<file path="src/hdl/cbk_params.svh">
// constants for the clock bank output control block
// assumes byte addressing on a 32-bit axi4-lite bus
`ifndef CBK_PARAMS_SVH
`define CBK_PARAMS_SVH
// register byte offsets
`define CBK_CTRL_OFS 4'h0
`define CBK_PHASE_OFS 4'h4
`define CBK_WDOG_OFS 4'h8
`define CBK_STATUS_OFS 4'hc
// control register fields
`define CBK_CTRL_DIS_LSB 0
`define CBK_CTRL_DIS_MSB 4
`define CBK_CTRL_MODE_LSB 5
`define CBK_CTRL_MODE_MSB 6
`define CBK_CTRL_INV_LSB 7
`define CBK_CTRL_INV_MSB 8
// reset values
`define CBK_CTRL_RST 9'h000
`define CBK_PHASE_RST 8'h04
`define CBK_WDOG_RST 16'h0100
// bank indices
`define CBK_BANK3_IDX 2
`define CBK_BANK4_IDX 3
`define CBK_LOOP_IDX 4
// lock detector and test reset counts
`define CBK_LOCK_ERR_CNT 3'h4
`define CBK_LOCK_GOOD_CNT 6'h20
`define CBK_TEST_RST_EDGES 3'h5
// axi responses
`define CBK_RESP_OKAY 2'b00
`define CBK_RESP_SLVERR 2'b10
`endif

</file>
<file path="src/hdl/cbk_pkg.sv">
// types shared by the clock bank output control block
// assumes nothing of its surroundings
package cbk_pkg;
  // two-bit code of a three-level strap
  typedef enum logic [1:0] {
    CBK_LOW = 2'b00,
    CBK_MID = 2'b01,
    CBK_HIGH = 2'b10
  } cbk_tri_t;
  // per-bank disable control
  typedef struct packed {
    logic dis;        // bank disable
    logic hiz_sel;    // disabled state is high impedance
    logic test;       // factory test, disables ignored
    logic force_hiz;  // test reset floats the bank
  } cbk_bank_cfg_t;
endpackage

</file>
<file path="src/hdl/cbk_bank.sv">
// one output bank: glitch-free park, high impedance, inversion
// assumes src_in is the bank clock from the matrix, sampled on aclk
`timescale 1ns/10ps
`default_nettype none
module cbk_bank #(
  parameter int NOUT = 4
) (
  input wire logic aclk,
  input wire logic aresetn,
  input wire logic src_in,
  input wire cbk_pkg::cbk_bank_cfg_t cfg,
  input wire logic [NOUT-1:0] inv_mask,
  output logic [NOUT-1:0] q_out,
  output logic oe_out,
  output logic parked_out
);
  logic park_r;    // bank held in parked state
  logic park_nxt;  // next park state
  logic park_req;  // disable asks for park

  // park only outside test mode and with park selected
  assign park_req = cfg.dis & ~cfg.hiz_sel & ~cfg.test;

  // park and release only while the source is low, so no short pulse
  always_comb begin
    park_nxt = park_r;
    if (!src_in) begin
      park_nxt = park_req;
    end
  end

  // park state register
  always_ff @(posedge aclk) begin
    if (!aresetn) begin
      park_r <= 1'b0;
    end else begin
      park_r <= park_nxt;
    end
  end

  // outputs: gated clock, inverted per mask; parked inverted outputs sit high
  always_ff @(posedge aclk) begin
    if (!aresetn) begin
      q_out <= '0;
    end else begin
      q_out <= {NOUT{src_in & ~park_nxt}} ^ inv_mask;
    end
  end

  // high impedance acts at once, without a clock edge
  assign oe_out = ~((cfg.dis & cfg.hiz_sel & ~cfg.test) | cfg.force_hiz);
  assign parked_out = park_r;
endmodule // cbk_bank
`default_nettype wire

</file>
<file path="src/hdl/cbk_ctrl.sv">
// clock bank output control: disables, bank three inversion,
// lock detector with watchdog, factory test reset, axi4-lite registers
// assumes ref and loopback clocks are slow levels synchronous to aclk
`timescale 1ns/10ps
`default_nettype none
`include "cbk_params.svh"
module cbk_ctrl #(
  parameter int WD_WIDTH = 16,
  parameter int PH_WIDTH = 8
) (
  input wire logic aclk,
  input wire logic aresetn,
  // axi4-lite slave
  input wire logic [3:0] s_axi_awaddr,
  input wire logic s_axi_awvalid,
  output logic s_axi_awready,
  input wire logic [31:0] s_axi_wdata,
  input wire logic [3:0] s_axi_wstrb,
  input wire logic s_axi_wvalid,
  output logic s_axi_wready,
  output logic [1:0] s_axi_bresp,
  output logic s_axi_bvalid,
  input wire logic s_axi_bready,
  input wire logic [3:0] s_axi_araddr,
  input wire logic s_axi_arvalid,
  output logic s_axi_arready,
  output logic [31:0] s_axi_rdata,
  output logic [1:0] s_axi_rresp,
  output logic s_axi_rvalid,
  input wire logic s_axi_rready,
  // clocks as levels
  input wire logic ref_clock_input,
  input wire logic loopback_clock_input,
  input wire logic [4:0] bank_clk_in,
  // bank outputs and enables
  output logic [3:0] bank1_q,
  output logic [3:0] bank2_q,
  output logic bank3_pair_a_out0,
  output logic bank3_pair_b_out0,
  output logic bank3_pair_a_out1,
  output logic bank3_pair_b_out1,
  output logic [3:0] bank4_q,
  output logic [1:0] loopback_q,
  output logic [4:0] bank_oe,
  // pll and matrix control
  output logic lock_out,
  output logic pll_bypass_out,
  output logic sm_hold_out,
  output logic sm_load_out
);

  ////////////////////////////////////////////////////////////////////////////
  // register storage
  logic [8:0] ctrl_r;            // disables, output mode, invert select
  logic [PH_WIDTH-1:0] phase_r;  // phase error limit in aclk cycles
  logic [WD_WIDTH-1:0] wdog_r;   // watchdog time-out in reference edges
  logic [4:0] bank_disable_in;   // per-bank disable, bit 4 loopback bank
  logic loopback_bank_disable_in;
  logic bank4_disable_in;
  cbk_pkg::cbk_tri_t mode_sel;   // disabled-state select
  cbk_pkg::cbk_tri_t bank3_invert_select;

  assign bank_disable_in = ctrl_r[`CBK_CTRL_DIS_MSB:`CBK_CTRL_DIS_LSB];
  assign loopback_bank_disable_in = bank_disable_in[`CBK_LOOP_IDX];
  assign bank4_disable_in = bank_disable_in[`CBK_BANK4_IDX];

  // code 2'b11 is illegal; it falls to mid, the safe state
  always_comb begin
    unique case (ctrl_r[`CBK_CTRL_MODE_MSB:`CBK_CTRL_MODE_LSB])
      2'b00: mode_sel = cbk_pkg::CBK_LOW;
      2'b10: mode_sel = cbk_pkg::CBK_HIGH;
      default: mode_sel = cbk_pkg::CBK_MID;
    endcase
  end

  always_comb begin
    unique case (ctrl_r[`CBK_CTRL_INV_MSB:`CBK_CTRL_INV_LSB])
      2'b00: bank3_invert_select = cbk_pkg::CBK_LOW;
      2'b10: bank3_invert_select = cbk_pkg::CBK_HIGH;
      default: bank3_invert_select = cbk_pkg::CBK_MID;
    endcase
  end

  ////////////////////////////////////////////////////////////////////////////
  // mode decode
  logic test_mode;   // factory test
  logic test_rst;    // test reset in progress
  assign test_mode = (mode_sel == cbk_pkg::CBK_MID);
  assign test_rst = test_mode & bank4_disable_in;
  // pll replaced by the reference level; matrix keeps dividing and skewing
  assign pll_bypass_out = test_mode;

  ////////////////////////////////////////////////////////////////////////////
  // edge detection on sampled clocks
  logic ref_prev_r;
  logic fb_prev_r;
  logic ref_rise;
  logic fb_rise;
  always_ff @(posedge aclk) begin
    if (!aresetn) begin
      ref_prev_r <= 1'b0;
      fb_prev_r <= 1'b0;
    end else begin
      ref_prev_r <= ref_clock_input;
      fb_prev_r <= loopback_clock_input;
    end
  end
  assign ref_rise = ref_clock_input & ~ref_prev_r;
  assign fb_rise = loopback_clock_input & ~fb_prev_r;

  ////////////////////////////////////////////////////////////////////////////
  // factory test reset: count five reference rises, then load and hold
  logic [2:0] trst_cnt_r;  // reference rises seen
  logic sm_hold_r;         // state machines loaded and held
  always_ff @(posedge aclk) begin
    if (!aresetn) begin
      trst_cnt_r <= '0;
    end else if (!test_rst) begin
      trst_cnt_r <= '0;
    end else if (ref_rise && trst_cnt_r != `CBK_TEST_RST_EDGES) begin
      trst_cnt_r <= trst_cnt_r + 3'h1;
    end
  end

  // load pulse on the fifth rise
  always_ff @(posedge aclk) begin
    if (!aresetn) begin
      sm_load_out <= 1'b0;
    end else begin
      sm_load_out <= test_rst & ref_rise &
                     (trst_cnt_r == `CBK_TEST_RST_EDGES - 3'h1);
    end
  end

  // hold stays until bank four disable drops or test mode ends
  always_ff @(posedge aclk) begin
    if (!aresetn) begin
      sm_hold_r <= 1'b0;
    end else if (!test_rst) begin
      sm_hold_r <= 1'b0;
    end else if (ref_rise && trst_cnt_r == `CBK_TEST_RST_EDGES - 3'h1) begin
      sm_hold_r <= 1'b1;
    end
  end
  assign sm_hold_out = sm_hold_r;

  ////////////////////////////////////////////////////////////////////////////
  // output banks
  logic [3:0] bank3_invert_select_mask;       // bank three inversion per output
  logic [3:0] q_all [0:4];     // outputs of every bank
  logic [4:0] parked;
  always_comb begin
    unique case (bank3_invert_select)
      cbk_pkg::CBK_LOW: bank3_invert_select_mask = 4'ha;
      cbk_pkg::CBK_HIGH: bank3_invert_select_mask = 4'hf;
      cbk_pkg::CBK_MID: bank3_invert_select_mask = 4'h0;
    endcase
  end

  // one controller per bank; the loopback bank has two outputs
  for (genvar g = 0; g < 5; g++) begin : g_bank
    localparam int N = (g == `CBK_LOOP_IDX) ? 2 : 4;
    cbk_pkg::cbk_bank_cfg_t cfg;
    logic [N-1:0] q;
    assign cfg = '{dis: bank_disable_in[g], hiz_sel: (mode_sel == cbk_pkg::CBK_HIGH),
                   test: test_mode, force_hiz: test_rst};
    cbk_bank #(.NOUT(N)) u_bank (
      .aclk(aclk),
      .aresetn(aresetn),
      .src_in(bank_clk_in[g]),
      .cfg(cfg),
      .inv_mask((g == `CBK_BANK3_IDX) ? bank3_invert_select_mask[N-1:0] : {N{1'b0}}),
      .q_out(q),
      .oe_out(bank_oe[g]),
      .parked_out(parked[g])
    );
    if (N == 2) begin : g_pad
      assign q_all[g] = {2'b00, q};
    end else begin : g_full
      assign q_all[g] = q;
    end
  end

  assign bank1_q = q_all[0];
  assign bank2_q = q_all[1];
  // bit order a0, a1, b0, b1
  assign bank3_pair_a_out0 = q_all[`CBK_BANK3_IDX][0];
  assign bank3_pair_a_out1 = q_all[`CBK_BANK3_IDX][1];
  assign bank3_pair_b_out0 = q_all[`CBK_BANK3_IDX][2];
  assign bank3_pair_b_out1 = q_all[`CBK_BANK3_IDX][3];
  assign bank4_q = q_all[3];
  assign loopback_q = q_all[4][1:0];

  ////////////////////////////////////////////////////////////////////////////
  // lock detector: phase distance from last reference rise
  logic [PH_WIDTH-1:0] ph_cnt_r;  // aclk cycles since reference rise
  logic phase_err;                // this loopback cycle is erroneous
  logic [2:0] err_cnt_r;          // consecutive error cycles
  logic [5:0] good_cnt_r;         // consecutive clean cycles
  logic [WD_WIDTH-1:0] wd_cnt_r;  // reference rises since loopback rise
  logic lock_r;

  // saturating counter, so a very late edge still reads as error
  always_ff @(posedge aclk) begin
    if (!aresetn) begin
      ph_cnt_r <= '0;
    end else if (ref_rise) begin
      ph_cnt_r <= '0;
    end else if (ph_cnt_r != {PH_WIDTH{1'b1}}) begin
      ph_cnt_r <= ph_cnt_r + PH_WIDTH'(1);
    end
  end
  assign phase_err = (ph_cnt_r > phase_r);

  // consecutive error and clean cycle counters, per loopback rise
  always_ff @(posedge aclk) begin
    if (!aresetn) begin
      err_cnt_r <= '0;
      good_cnt_r <= '0;
    end else if (fb_rise) begin
      if (phase_err) begin
        good_cnt_r <= '0;
        if (err_cnt_r != `CBK_LOCK_ERR_CNT) begin
          err_cnt_r <= err_cnt_r + 3'h1;
        end
      end else begin
        err_cnt_r <= '0;
        if (good_cnt_r != `CBK_LOCK_GOOD_CNT) begin
          good_cnt_r <= good_cnt_r + 6'h01;
        end
      end
    end
  end

  // watchdog counts reference rises; reliable only with reference running
  always_ff @(posedge aclk) begin
    if (!aresetn) begin
      wd_cnt_r <= '0;
    end else if (fb_rise) begin
      wd_cnt_r <= '0;
    end else if (ref_rise && wd_cnt_r != wdog_r) begin
      wd_cnt_r <= wd_cnt_r + WD_WIDTH'(1);
    end
  end

  // lock flag
  always_ff @(posedge aclk) begin
    if (!aresetn) begin
      lock_r <= 1'b0;
    end else if (lock_r) begin
      if (fb_rise && phase_err && err_cnt_r == `CBK_LOCK_ERR_CNT - 3'h1) begin
        lock_r <= 1'b0;
      end else if (wd_cnt_r == wdog_r) begin
        lock_r <= 1'b0;
      end
    end else if (fb_rise && !phase_err &&
                 good_cnt_r == `CBK_LOCK_GOOD_CNT - 6'h01) begin
      lock_r <= 1'b1;
    end
  end
  assign lock_out = lock_r;

  ////////////////////////////////////////////////////////////////////////////
  // axi4-lite write: address and data taken in either order
  logic aw_got_r;
  logic w_got_r;
  logic [3:0] aw_addr_r;
  logic [31:0] w_data_r;
  logic [3:0] w_strb_r;
  logic wr_go;
  assign s_axi_awready = ~aw_got_r & ~s_axi_bvalid;
  assign s_axi_wready = ~w_got_r & ~s_axi_bvalid;
  assign wr_go = aw_got_r & w_got_r;

  // hold channels until both have arrived
  always_ff @(posedge aclk) begin
    if (!aresetn) begin
      aw_got_r <= 1'b0;
      w_got_r <= 1'b0;
      aw_addr_r <= '0;
      w_data_r <= '0;
      w_strb_r <= '0;
    end else if (wr_go) begin
      aw_got_r <= 1'b0;
      w_got_r <= 1'b0;
    end else begin
      if (s_axi_awvalid && s_axi_awready) begin
        aw_got_r <= 1'b1;
        aw_addr_r <= s_axi_awaddr;
      end
      if (s_axi_wvalid && s_axi_wready) begin
        w_got_r <= 1'b1;
        w_data_r <= s_axi_wdata;
        w_strb_r <= s_axi_wstrb;
      end
    end
  end

  // register writes by byte lane
  always_ff @(posedge aclk) begin
    if (!aresetn) begin
      ctrl_r <= `CBK_CTRL_RST;
      phase_r <= PH_WIDTH'(`CBK_PHASE_RST);
      wdog_r <= WD_WIDTH'(`CBK_WDOG_RST);
    end else if (wr_go) begin
      unique case (aw_addr_r)
        `CBK_CTRL_OFS: begin
          if (w_strb_r[0]) ctrl_r[7:0] <= w_data_r[7:0];
          if (w_strb_r[1]) ctrl_r[8] <= w_data_r[8];
        end
        `CBK_PHASE_OFS: begin
          if (w_strb_r[0]) phase_r <= w_data_r[PH_WIDTH-1:0];
        end
        `CBK_WDOG_OFS: begin
          if (w_strb_r[0]) wdog_r[7:0] <= w_data_r[7:0];
          if (w_strb_r[1]) wdog_r[WD_WIDTH-1:8] <= w_data_r[WD_WIDTH-1:8];
        end
        default: begin
        end
      endcase
    end
  end

  // write response one cycle after both channels taken
  always_ff @(posedge aclk) begin
    if (!aresetn) begin
      s_axi_bvalid <= 1'b0;
      s_axi_bresp <= `CBK_RESP_OKAY;
    end else if (wr_go) begin
      s_axi_bvalid <= 1'b1;
      s_axi_bresp <= (aw_addr_r == `CBK_CTRL_OFS || aw_addr_r == `CBK_PHASE_OFS ||
                      aw_addr_r == `CBK_WDOG_OFS) ? `CBK_RESP_OKAY : `CBK_RESP_SLVERR;
    end else if (s_axi_bready) begin
      s_axi_bvalid <= 1'b0;
    end
  end

  ////////////////////////////////////////////////////////////////////////////
  // axi4-lite read; status shows lock, test state and bank states
  logic [31:0] rd_mux;
  logic rd_ok;
  assign s_axi_arready = ~s_axi_rvalid;
  always_comb begin
    rd_mux = 32'h0000_0000;
    rd_ok = 1'b1;
    unique case (s_axi_araddr)
      `CBK_CTRL_OFS: rd_mux = {23'h000000, ctrl_r};
      `CBK_PHASE_OFS: rd_mux = {{(32-PH_WIDTH){1'b0}}, phase_r};
      `CBK_WDOG_OFS: rd_mux = {{(32-WD_WIDTH){1'b0}}, wdog_r};
      `CBK_STATUS_OFS: rd_mux = {19'h00000, ~bank_oe, parked, sm_hold_r,
                                 test_mode, lock_r};
      default: rd_ok = 1'b0;
    endcase
  end

  // read data registered, held until rready
  always_ff @(posedge aclk) begin
    if (!aresetn) begin
      s_axi_rvalid <= 1'b0;
      s_axi_rdata <= '0;
      s_axi_rresp <= `CBK_RESP_OKAY;
    end else if (s_axi_arvalid && s_axi_arready) begin
      s_axi_rvalid <= 1'b1;
      s_axi_rdata <= rd_mux;
      s_axi_rresp <= rd_ok ? `CBK_RESP_OKAY : `CBK_RESP_SLVERR;
    end else if (s_axi_rready) begin
      s_axi_rvalid <= 1'b0;
    end
  end

endmodule // cbk_ctrl
`default_nettype wire

</file>
<file path="config.mk">
export PLATFORM = sky130hd
export DESIGN_NAME = cbk_ctrl
export DESIGN_NICKNAME = d
export VERILOG_FILES = /design/src/hdl/cbk_pkg.sv /design/src/hdl/cbk_bank.sv /design/src/hdl/cbk_ctrl.sv
export VERILOG_INCLUDE_DIRS = /design/src /design/src/hdl
export SDC_FILE = /design/constraint.sdc
export NUM_CORES = 1
export LEC_CHECK = 0
export BUFFER_PORTS_ARGS = -buffer_cell sky130_fd_sc_hd__clkbuf_2
export CAP_MARGIN = 10
export CORE_MARGIN = 4
export CORE_UTILIZATION = 40
export DETAILED_ROUTE_END_ITERATION = 16
export SLEW_MARGIN = 20
export SYNTH_ARGS = -nofsm -noshare
export SYNTH_HDL_FRONTEND = slang
export SYNTH_SLANG_ARGS = --single-unit
</file>
<file path="constraint.sdc">
create_clock -name aclk -period 3.7 [get_ports aclk]
set_input_delay 0.74 -clock aclk [delete_from_list [all_inputs] [get_ports aclk]]
set_output_delay 0.74 -clock aclk [all_outputs]
set_load 0.02 [all_outputs]
</file>
* Yosys cells after proc, flatten, opt, wreduce, memory -nomap -nowiden
Cells that the tools add are included.
Word-level totals: flip-flop bits (word level) 149, input port bits 58, output and inout bits 68, word-level logic and storage cells 181
Cells by class: add/subtract/negate cells 5, $lt $le $gt $ge 1, equal/unequal tests 21, multiplexer cells 24, bitwise operators 60, reduce and logical (&&, ||, !) cells 35
Operator list (number):
- case mux 16 bit (4 select lines) | 1
- bitwise AND 1 bit | 33
- NOT 1 bit | 20
- adder 16 x 1 -> 16 bit (second input constant) | 1
- == test 16 bit | 1
- != test 16 bit | 1
- AND reduction 3 bit | 5
- 2-to-1 mux 1 bit | 14
- == test 4 bit (second input constant) | 3
- 2-to-1 mux 6 bit | 2
- case mux 4 bit (3 select lines) | 1
- logical AND 1 bit | 10
- AND reduction 2 bit | 5
- adder 8 x 1 -> 8 bit (second input constant) | 1
- == test 2 bit (second input constant) | 4
- == test 4 x 3 -> 1 bit (second input constant) | 2
- > comparator 8 bit | 1
- logical NOT 4 bit | 2
- != test 8 bit (second input constant) | 1
- case mux 2 bit (2 select lines) | 2
- adder 3 x 1 -> 3 bit (second input constant) | 2
- adder 6 x 1 -> 6 bit (second input constant) | 1
- == test 6 x 5 -> 1 bit (second input constant) | 1
- logical NOT 2 bit | 3
- 16 further kinds | 29

* Logic depth before layout (Yosys ltp)
Gate-level depths: netlist (run 1).
depth in word-level cells 10, mapped depth 9, depth with buffers taken out 8

* Hierarchy
From an unflattened synthesis (run 1), not the netlist that was laid out.
Second synthesis, totals: cell total of the unflattened synthesis 728, area, all modules 6655.1 µm²
Modules (own cells, without submodules):
- cbk_ctrl | instances 1, cells each 635, area each 5711.7 µm², seq. area each 2362.3 µm²
- cbk_bank (g_bank[0].u_bank ...) | instances 4, cells each 20, area each 202.7 µm², seq. area each 100.1 µm²
- cbk_bank (g_bank[4].u_bank) | instances 1, cells each 13, area each 132.6 µm², seq. area each 60.1 µm²

* Worst setup path before layout (run 1)
OpenSTA, ideal clock, no wires.
path type input to register, start point input ref_clock_input, end point register wd_cnt_r[15], setup time 0.071 ns, arrival 2.077 ns, required time 3.629 ns, path slack 1.552 ns, stages 7, path buffers 1, path through nor2b_4 > and4_1 > nand2_1 > or3_1 > buf_2 > or3_1 > a21oi_1
Between the ends: word-level cells in the longest chain between the ends 2
RTL lines:
- start, declared | line cbk_ctrl.sv:32 | input wire logic ref_clock_input,
- bitwise AND 1 bit | line cbk_ctrl.sv:108 | assign ref_rise = ref_clock_input & ~ref_prev_r;
- logical AND 1 bit | line cbk_ctrl.sv:241 | end else if (ref_rise && wd_cnt_r != wdog_r) begin
- end signal, assigned | line cbk_ctrl.sv:242 | wd_cnt_r <= wd_cnt_r + WD_WIDTH'(1);
- end, declared | line cbk_ctrl.sv:200 | logic [WD_WIDTH-1:0] wd_cnt_r;
No other way between the ends. A chain may end at the register's enable or synchronous reset.

* Worst setup path in the final report (run 1)
start point register ctrl_r[5], end point output bank_oe[4]
Between the ends: word-level cells in the longest chain between the ends 7, elaborated cells on any way between the ends 11, classes of those cells 3 x eq/ne; 1 x mux; 6 x bitwise; 1 x reduce/logical
RTL lines:
- start, declared | line cbk_ctrl.sv:54 | logic [8:0] ctrl_r;
- start signal, assigned | line cbk_ctrl.sv:302 | ctrl_r <= `CBK_CTRL_RST;
- start signal, assigned | line cbk_ctrl.sv:308 | if (w_strb_r[0]) ctrl_r[7:0] <= w_data_r[7:0];
- == test 2 bit / logical NOT 2 bit (equally long branches) | line cbk_ctrl.sv:69 | unique case (ctrl_r[`CBK_CTRL_MODE_MSB:`CBK_CTRL_MODE_LSB])
- case mux 2 bit (2 select lines) * | line cbk_ctrl.sv:69
- == test 2 bit / == test 2 x 1 -> 1 bit (equally long branches) | line cbk_ctrl.sv:165, cbk_ctrl.sv:88
- bitwise AND 1 bit / NOT 1 bit (equally long branches) | line cbk_bank.sv:51 | assign oe_out = ~((cfg.dis & cfg.hiz_sel & ~cfg.test) | cfg.force_hiz);
- bitwise AND 1 bit | line cbk_bank.sv:51
- bitwise OR 1 bit * | line cbk_bank.sv:51
- NOT 1 bit * | line cbk_bank.sv:51
- end, declared | line cbk_ctrl.sv:44 | output logic [4:0] bank_oe,
Mark *: on every way between the ends. The rest lies on a longest branch, timed or not.

==> results.cfg, run 1 <==
[status]
status = complete, no violations

[global_route]
met2_usage_pct = 29.5
use_met1_pct = 22.7
grt_usage_pct = 18.1
antenna_found_initial = 1
grt_pass1_wl_mm = 24.2
globalRoute.busiestLayer = met2
overflow = 0
grt_pass1_vias = 4847
grt_use_met3_pct = 5.33
grt_max_degree = 59

[synth]
yosys.area_share.simple_pct = 22.0
ys_seq_area_share_pct = 42.8
synth_top_family_by_area = simple AND/OR/NAND/NOR gates
syn_area_mm2 = 0.00603
synth_edf_count = 0
avgSynthCellArea_um2 = 8.55
synth-xor-area-share_pct = 4.06
synth_compound_area_share_pct = 10.5
synth-main-ff-cell = dfxtp_1
synthArstFlopShare_pct = 0
yosysWarnings = 0
synth_cell_types = 53
synthCells = 706
ys_ff_latch = 129
synth_fa_ha_area_share_pct = 3.73
synthMuxAreaShare_pct = 8.63

[die]
start_util_pct = 41.2
io_pins = 126
die_area_mm2 = 0.0171
fp-row-count = 44
dieHeight_um = 131
core_area_mm2 = 0.0146
floorplan.die.width_um = 131

[hold_path]
hold_path.class = flip-flop to flip-flop

[cells_and_area]
final_nets = 842
diodes = 0
fill_cells = 1416
drive_above_1_share_pct = 17.6
syn_to_final_growth_pct = 16.6
fin_cells = 963
fin_util_pct = 48.1
layout_commonest_cell = dfxtp_1
final_cell_mix = dfxtp_1 (129), nand2_1 (89), clkbuf_2 (89), nor2_1 (88), a21oi_1 (54)

[clock_network]
cts_resized = 0
cts_inserted_buffers = 17
insertion_delay_ps = 420
clock_path_buffers = 2
cts_hold_buffers = 0
cts_tree = built
cts-root-buf = clkbuf_16
cts_num_sinks = 129
post-cts-setup-buffer-count = 0
clk_pin_slew_ps = 60
htree_levels = 4

[setup_path]
criticalPathCategory = flip-flop to output pin
cpPeakStageDelay_ps = 390
crit_fanout = 8
path_cells = and2_1, a21oi_1, clkbuf_2
cp-start-kind = flip-flop
endpoint_kind = output pin
cp.arrival_ps = 1600
cpMaxStageDelayCell = dfxtp_1
worstPathRequired_ps = 2960
path_buf_inv = 1
crit_family = flip-flops

[power_and_ir_drop]
max-vdd-ir-drop_v = 0.000336
seq_power_share_pct = 41.9
p_leak_nw = 2.77
pwr-share-comb_pct = 7.1
swShare_pct = 24.3
p_switching_mw = 0.848
p_clk_share_pct = 51.0
p_int_mw = 2.64
p_per_area_mw_per_mm2 = 496

[placed_design]
hpwlAfterDp_mm = 11.1
io_buffers = 89
dp.cells = 931
gp_congestion = 0.836

[timing]
rsz0062_at_grt = no
fmax_ghz = 0.427
finalSetupTns_ps = 0
setup_viol = 0
fin_crit_ps = 2340
fin_crit_sh_pct = 63.3
finalMaxSlewViolations = 0
worst_pin_slew_ps = 798
finalHoldViolations = 0
max-slew-margin-rel_pct = 46.4
fin_skew_ps = 7.26

[drt]
dr.pass1.iters = 5
vias = 4988
drcViolationCount = 0
avgViaCountPerCell = 5.18
ant_nets = 0
drt_iter0_drc = 325
wl_per_cell_um = 15.4
wl_mm = 14.9

[run]
cap_violations = 0
power groups by stage:
| stage | combinational, mW | clock (mW) | sequential, mW |
|---|---|---|---|
| final | 0.249 | 1.78 | 1.46 |
| after global routing | 0.277 | 1.89 | 1.47 |
| after CTS | 0.251 | 1.80 | 1.46 |
| after detailed placement | 0.251 | 0 | 1.49 |
| after global placement | 0.246 | 0 | 1.49 |
| after floorplan | 0.177 | 0 | 1.50 |
synthesized netlist by cell type, types with 3 or more instances:
cell | count | share of area (%)
dfxtp_1 | 129 | 43
nand2_1 | 89 | 5.5
nor2_1 | 88 | 5.5
a21oi_1 | 54 | 4.5
mux2i_1 | 43 | 7.1
buf_4 | 36 | 4.5
clkbuf_1 | 26 | 1.6
xnor2_1 | 25 | 3.6
inv_1 | 24 | 1.5
nand3_1 | 22 | 1.8
ha_1 | 18 | 3.7
o21ai_0 | 17 | 1.4
nor3_1 | 13 | 1.1
nand4_1 | 12 | 1.2
nand2b_1 | 10 | 1.0
and2_1 | 7 | 0.73
buf_2 | 7 | 0.58
or3_1 | 7 | 0.73
nor2b_1 | 6 | 0.62
a22oi_1 | 5 | 0.62
a31oi_1 | 5 | 0.52
a221oi_1 | 4 | 0.58
a311oi_1 | 4 | 0.58
mux4_2 | 4 | 1.5
nand3b_1 | 4 | 0.50
nor4_1 | 4 | 0.41
a211oi_1 | 3 | 0.37
and3_1 | 3 | 0.31
o211ai_1 | 3 | 0.37
o22ai_1 | 3 | 0.31
xor2_1 | 3 | 0.44
stage by stage:
step | hold WS [ps] | power [mW] | setup slack (ps) | cell area (um2)
2_1_floorplan | 405 | 1.67 | 1550 | 6100
3_3_place_gp | 428 | 1.74 | 1310 | 6400
3_5_place_dp | 435 | 1.74 | 1270 | 6400
4_1_cts | 448 | 3.52 | 1350 | 7040
5_1_grt | 475 | 3.63 | 1280 | 7040
6_report | 444 | 3.49 | 1360 | 7040
sequential cells by signal, summed over array words and instances (netlist names), 3 cells and up, named ones only:
| signal | flops |
|---|---|
| wd_cnt_r | 16 |
| g_bank.u_bank.q_out | 6 |
| good_cnt_r | 6 |
| trst_cnt_r | 3 |
| w_data_r | 16 |
| s_axi_rdata | 16 |
| aw_addr_r | 4 |
| err_cnt_r | 3 |
| ctrl_r | 9 |
| ph_cnt_r | 8 |
| phase_r | 8 |
| wdog_r | 16 |
worst register-to-register path, cell delays in order (launching register included):
cell and delay, ps:
dfxtp_1 440, xnor2_1 150, nand4_1 160, nor4_4 760, or3_1 370, xor2_1 170, nor2_1 50
path summary, 6_finish.rpt:
check	from	depth (start not counted)	end	slack, ps
worst max register to register	wd_cnt_r[3]	6	wd_cnt_r[7]	1450
worst min-delay path	flip-flop	1	g_bank[1].u_bank.q_out[0]	440
worst max-delay path	ctrl_r[5]	3	bank_oe[4]	1360
worst min register to register	flip-flop	1	g_bank[1].u_bank.q_out[0]	440
area by class of cell:
type | count | area [um2] | area share (%)
clock buffer | 17 | 425 | 6.05
clock inverter | 15 | 206 | 2.93
inverter | 24 | 90.1 | 1.28
multi-input combinational | 500 | 3020 | 42.9
sequential | 129 | 2580 | 36.7
tap | 184 | 230 | 3.27
timing repair buffer | 94 | 483 | 6.86
layer usage:
| layer | vias to the layer above | routed length [um] |
|---|---|---|
| met5 | - | 20 |
| met4 | 2 | 318 |
| met3 | 27 | 698 |
| met2 | 123 | 7040 |
| met1 | 2351 | 6780 |
| li1 | 2485 | - |
kinds of logic (layout without fill, tap and decap cells):
family	after synthesis	in the layout
simple gates	281	281
buf+inv	94	150
compound gates	108	108
other cells	1	18
xor+xnor	28	28
flops	129	129
mux	47	47
fa+ha+maj	18	18
Note: power is estimated with default switching activity, not from simulation.
==> inputs of run 2 (changes only) <==
clock period = 2.4 ns   (was 3.7 ns; I/O delays follow)
==> run 2 against run 1 <==
Effect of this change:
- routed wire length rose by 0.93%
- core utilization fell by 0.19 points
- setup slack got worse by 990 ps
- die area did not move
- via count rose by 0.14%
- clock power rose by 39%
- worst hold slack got worse by 200 ps
- power rose by 46%
- flip-flop and latch count did not move
- highest routed layer unchanged
==> results.cfg, run 2 (synthesis gave the netlist of run 1 again) <==
[status]
status = complete, no violations

[drt]
dr.pass1.iters = 5
avgViaCountPerCell = 5.18
vias = 4995
wl_mm = 15.0
ant_nets = 0
drcViolationCount = 0
wl_per_cell_um = 15.5
drt_iter0_drc = 308

[timing]
finalSetupTns_ps = 0
worst_pin_slew_ps = 695
fin_crit_sh_pct = 84.9
finalWorstSetupSlack_ps = 363
max-slew-margin-rel_pct = 53.5
fmax_ghz = 0.491
fin_crit_ps = 2040
finalMaxSlewViolations = 0
rsz0062_at_grt = no
setup_viol = 0
finalHoldViolations = 0
fin_skew_ps = 7.15

[cells_and_area]
syn_to_final_growth_pct = 16.2
drive_above_1_share_pct = 17.4
fin_cells = 965
layout_commonest_cell = dfxtp_1
final_nets = 845
final_cell_mix = dfxtp_1 (129), nand2_1 (89), clkbuf_2 (89), nor2_1 (88), a21oi_1 (54)
diodes = 0

[global_route]
grt_pass1_vias = 4746
overflow = 0
grt_max_degree = 85
grt_pass1_wl_mm = 24.2
grt_usage_pct = 18.3
antenna_found_initial = 1

[clock_network]
cts_hold_buffers = 0
clk_pin_slew_ps = 60
cts_num_sinks = 129
cts_resized = 0
cts-root-buf = clkbuf_16
insertion_delay_ps = 420
post-cts-setup-buffer-count = 0
clock_path_buffers = 2
cts_tree = built
cts_inserted_buffers = 17
htree_levels = 4

[setup_path]
critPathCapture = lock_out
cp-start-kind = flip-flop
path_cells = inv_1, ha_1, nor2b_1, o211ai_1, a21oi_1, o22ai_1, buf_4, a21oi_1, a2111oi_0
cp.arrival_ps = 2350
criticalPathCategory = flip-flop to flip-flop
crit_start = phase_r[1]
r2r_cells = 9
crit_cells = 9
cpPeakStageDelay_ps = 360
cpMaxStageDelayCell = dfxtp_1
r2r_setup_slack_ps = 360
crit_fanout = 14
endpoint_kind = flip-flop
cp_common_cell = a21oi_1
worstPathRequired_ps = 2710
r2r-start = phase_r[1]
worstReg2RegEnd = lock_out
crit_family = compound AO/OA/AOI/OAI gates
path_buf_inv = 2

[placed_design]
pre_cts_slack_ps = 244
gp_congestion = 0.852
io_buffers = 89
hpwlAfterDp_mm = 11.1
dp.cells = 934

[power_and_ir_drop]
p_per_area_mw_per_mm2 = 730
report.power.total_mw = 5.11
max-vdd-ir-drop_v = 0.000508
p_leak_nw = 2.77

[run]
cap_violations = 0

[die]
dieHeight_um = 131
die_area_mm2 = 0.0171
start_util_pct = 41.2
fp-row-count = 44
core_area_mm2 = 0.0146
io_pins = 126
floorplan.die.width_um = 131

[hold_path]
min-delay-start = s_axi_rready
hold_path.class = input port to flip-flop
==> run 2: cell types whose count changed in the layout (fill, tap and decap cells not counted), sizes merged <==
cell      before  now
bufinv         4    1
clkinv         5    4
clkinvlp       2    0
buf            5    8
clkbuf       106  115
inv           28   24
==> run 2: how the worst min path moves through the flow <==
stage	depth (start not counted)	end	slack [ps]
finish	2	s_axi_rvalid	240
global route	2	s_axi_rvalid	240
CTS	2	s_axi_rvalid	230
detailed placement	1	g_bank[0].u_bank.q_out[0]	440
global placement	1	g_bank[0].u_bank.q_out[0]	430
floorplan	1	g_bank[1].u_bank.q_out[0]	410
==> run 2: report_power, final <==
| group | internal (mW) | total [mW] | switching [mW] |
|---|---|---|---|
| clock network | 1.58 | 2.47 | 0.893 |
| registers | 2.20 | 2.26 | 0.0538 |
| logic | 0.130 | 0.389 | 0.259 |
==> run 2: cell type report <==
class	count	area (um2)
Clock buffer	26	519
Clock inverter	5	50.0
Fill cell	1420	7630
Inverter	24	90.1
Multi-Input combinational cell	500	3020
Sequential cell	129	2580
Tap cell	184	230
Timing Repair Buffer	97	518
==> run 2: per-stage QoR <==
step / area (um2) / hold WS (ps) / util (%)
2_1_floorplan: 6100 / 405 / -
3_3_place_gp: 6440 / 429 / 44.0
3_5_place_dp: 6440 / 435 / 44.0
4_1_cts: 7010 / 227 / 47.9
5_1_grt: 7010 / 238 / 47.9
6_report: 7010 / 240 / 47.9
==> run 2: worst reg2reg max path: cells and delay by family, from the launching register on <==
family                     cells  cell delay (ps)
buffers and inverters          2              300
adders and majority gates      1              300
DFF                            1              360
and+or+nand+nor                1              140
AOI/OAI and AO/OA              5              830
==> run 2: metal layers <==
metal  track usage (%)  up-vias  part of all wire [%]
met5                 0        -                 0.080
li1                  -     2492                     -
met1              23.5     2350                    45
met2              29.3      129                    47
met3              4.96       22                   5.3
met4              7.50        2                   2.0
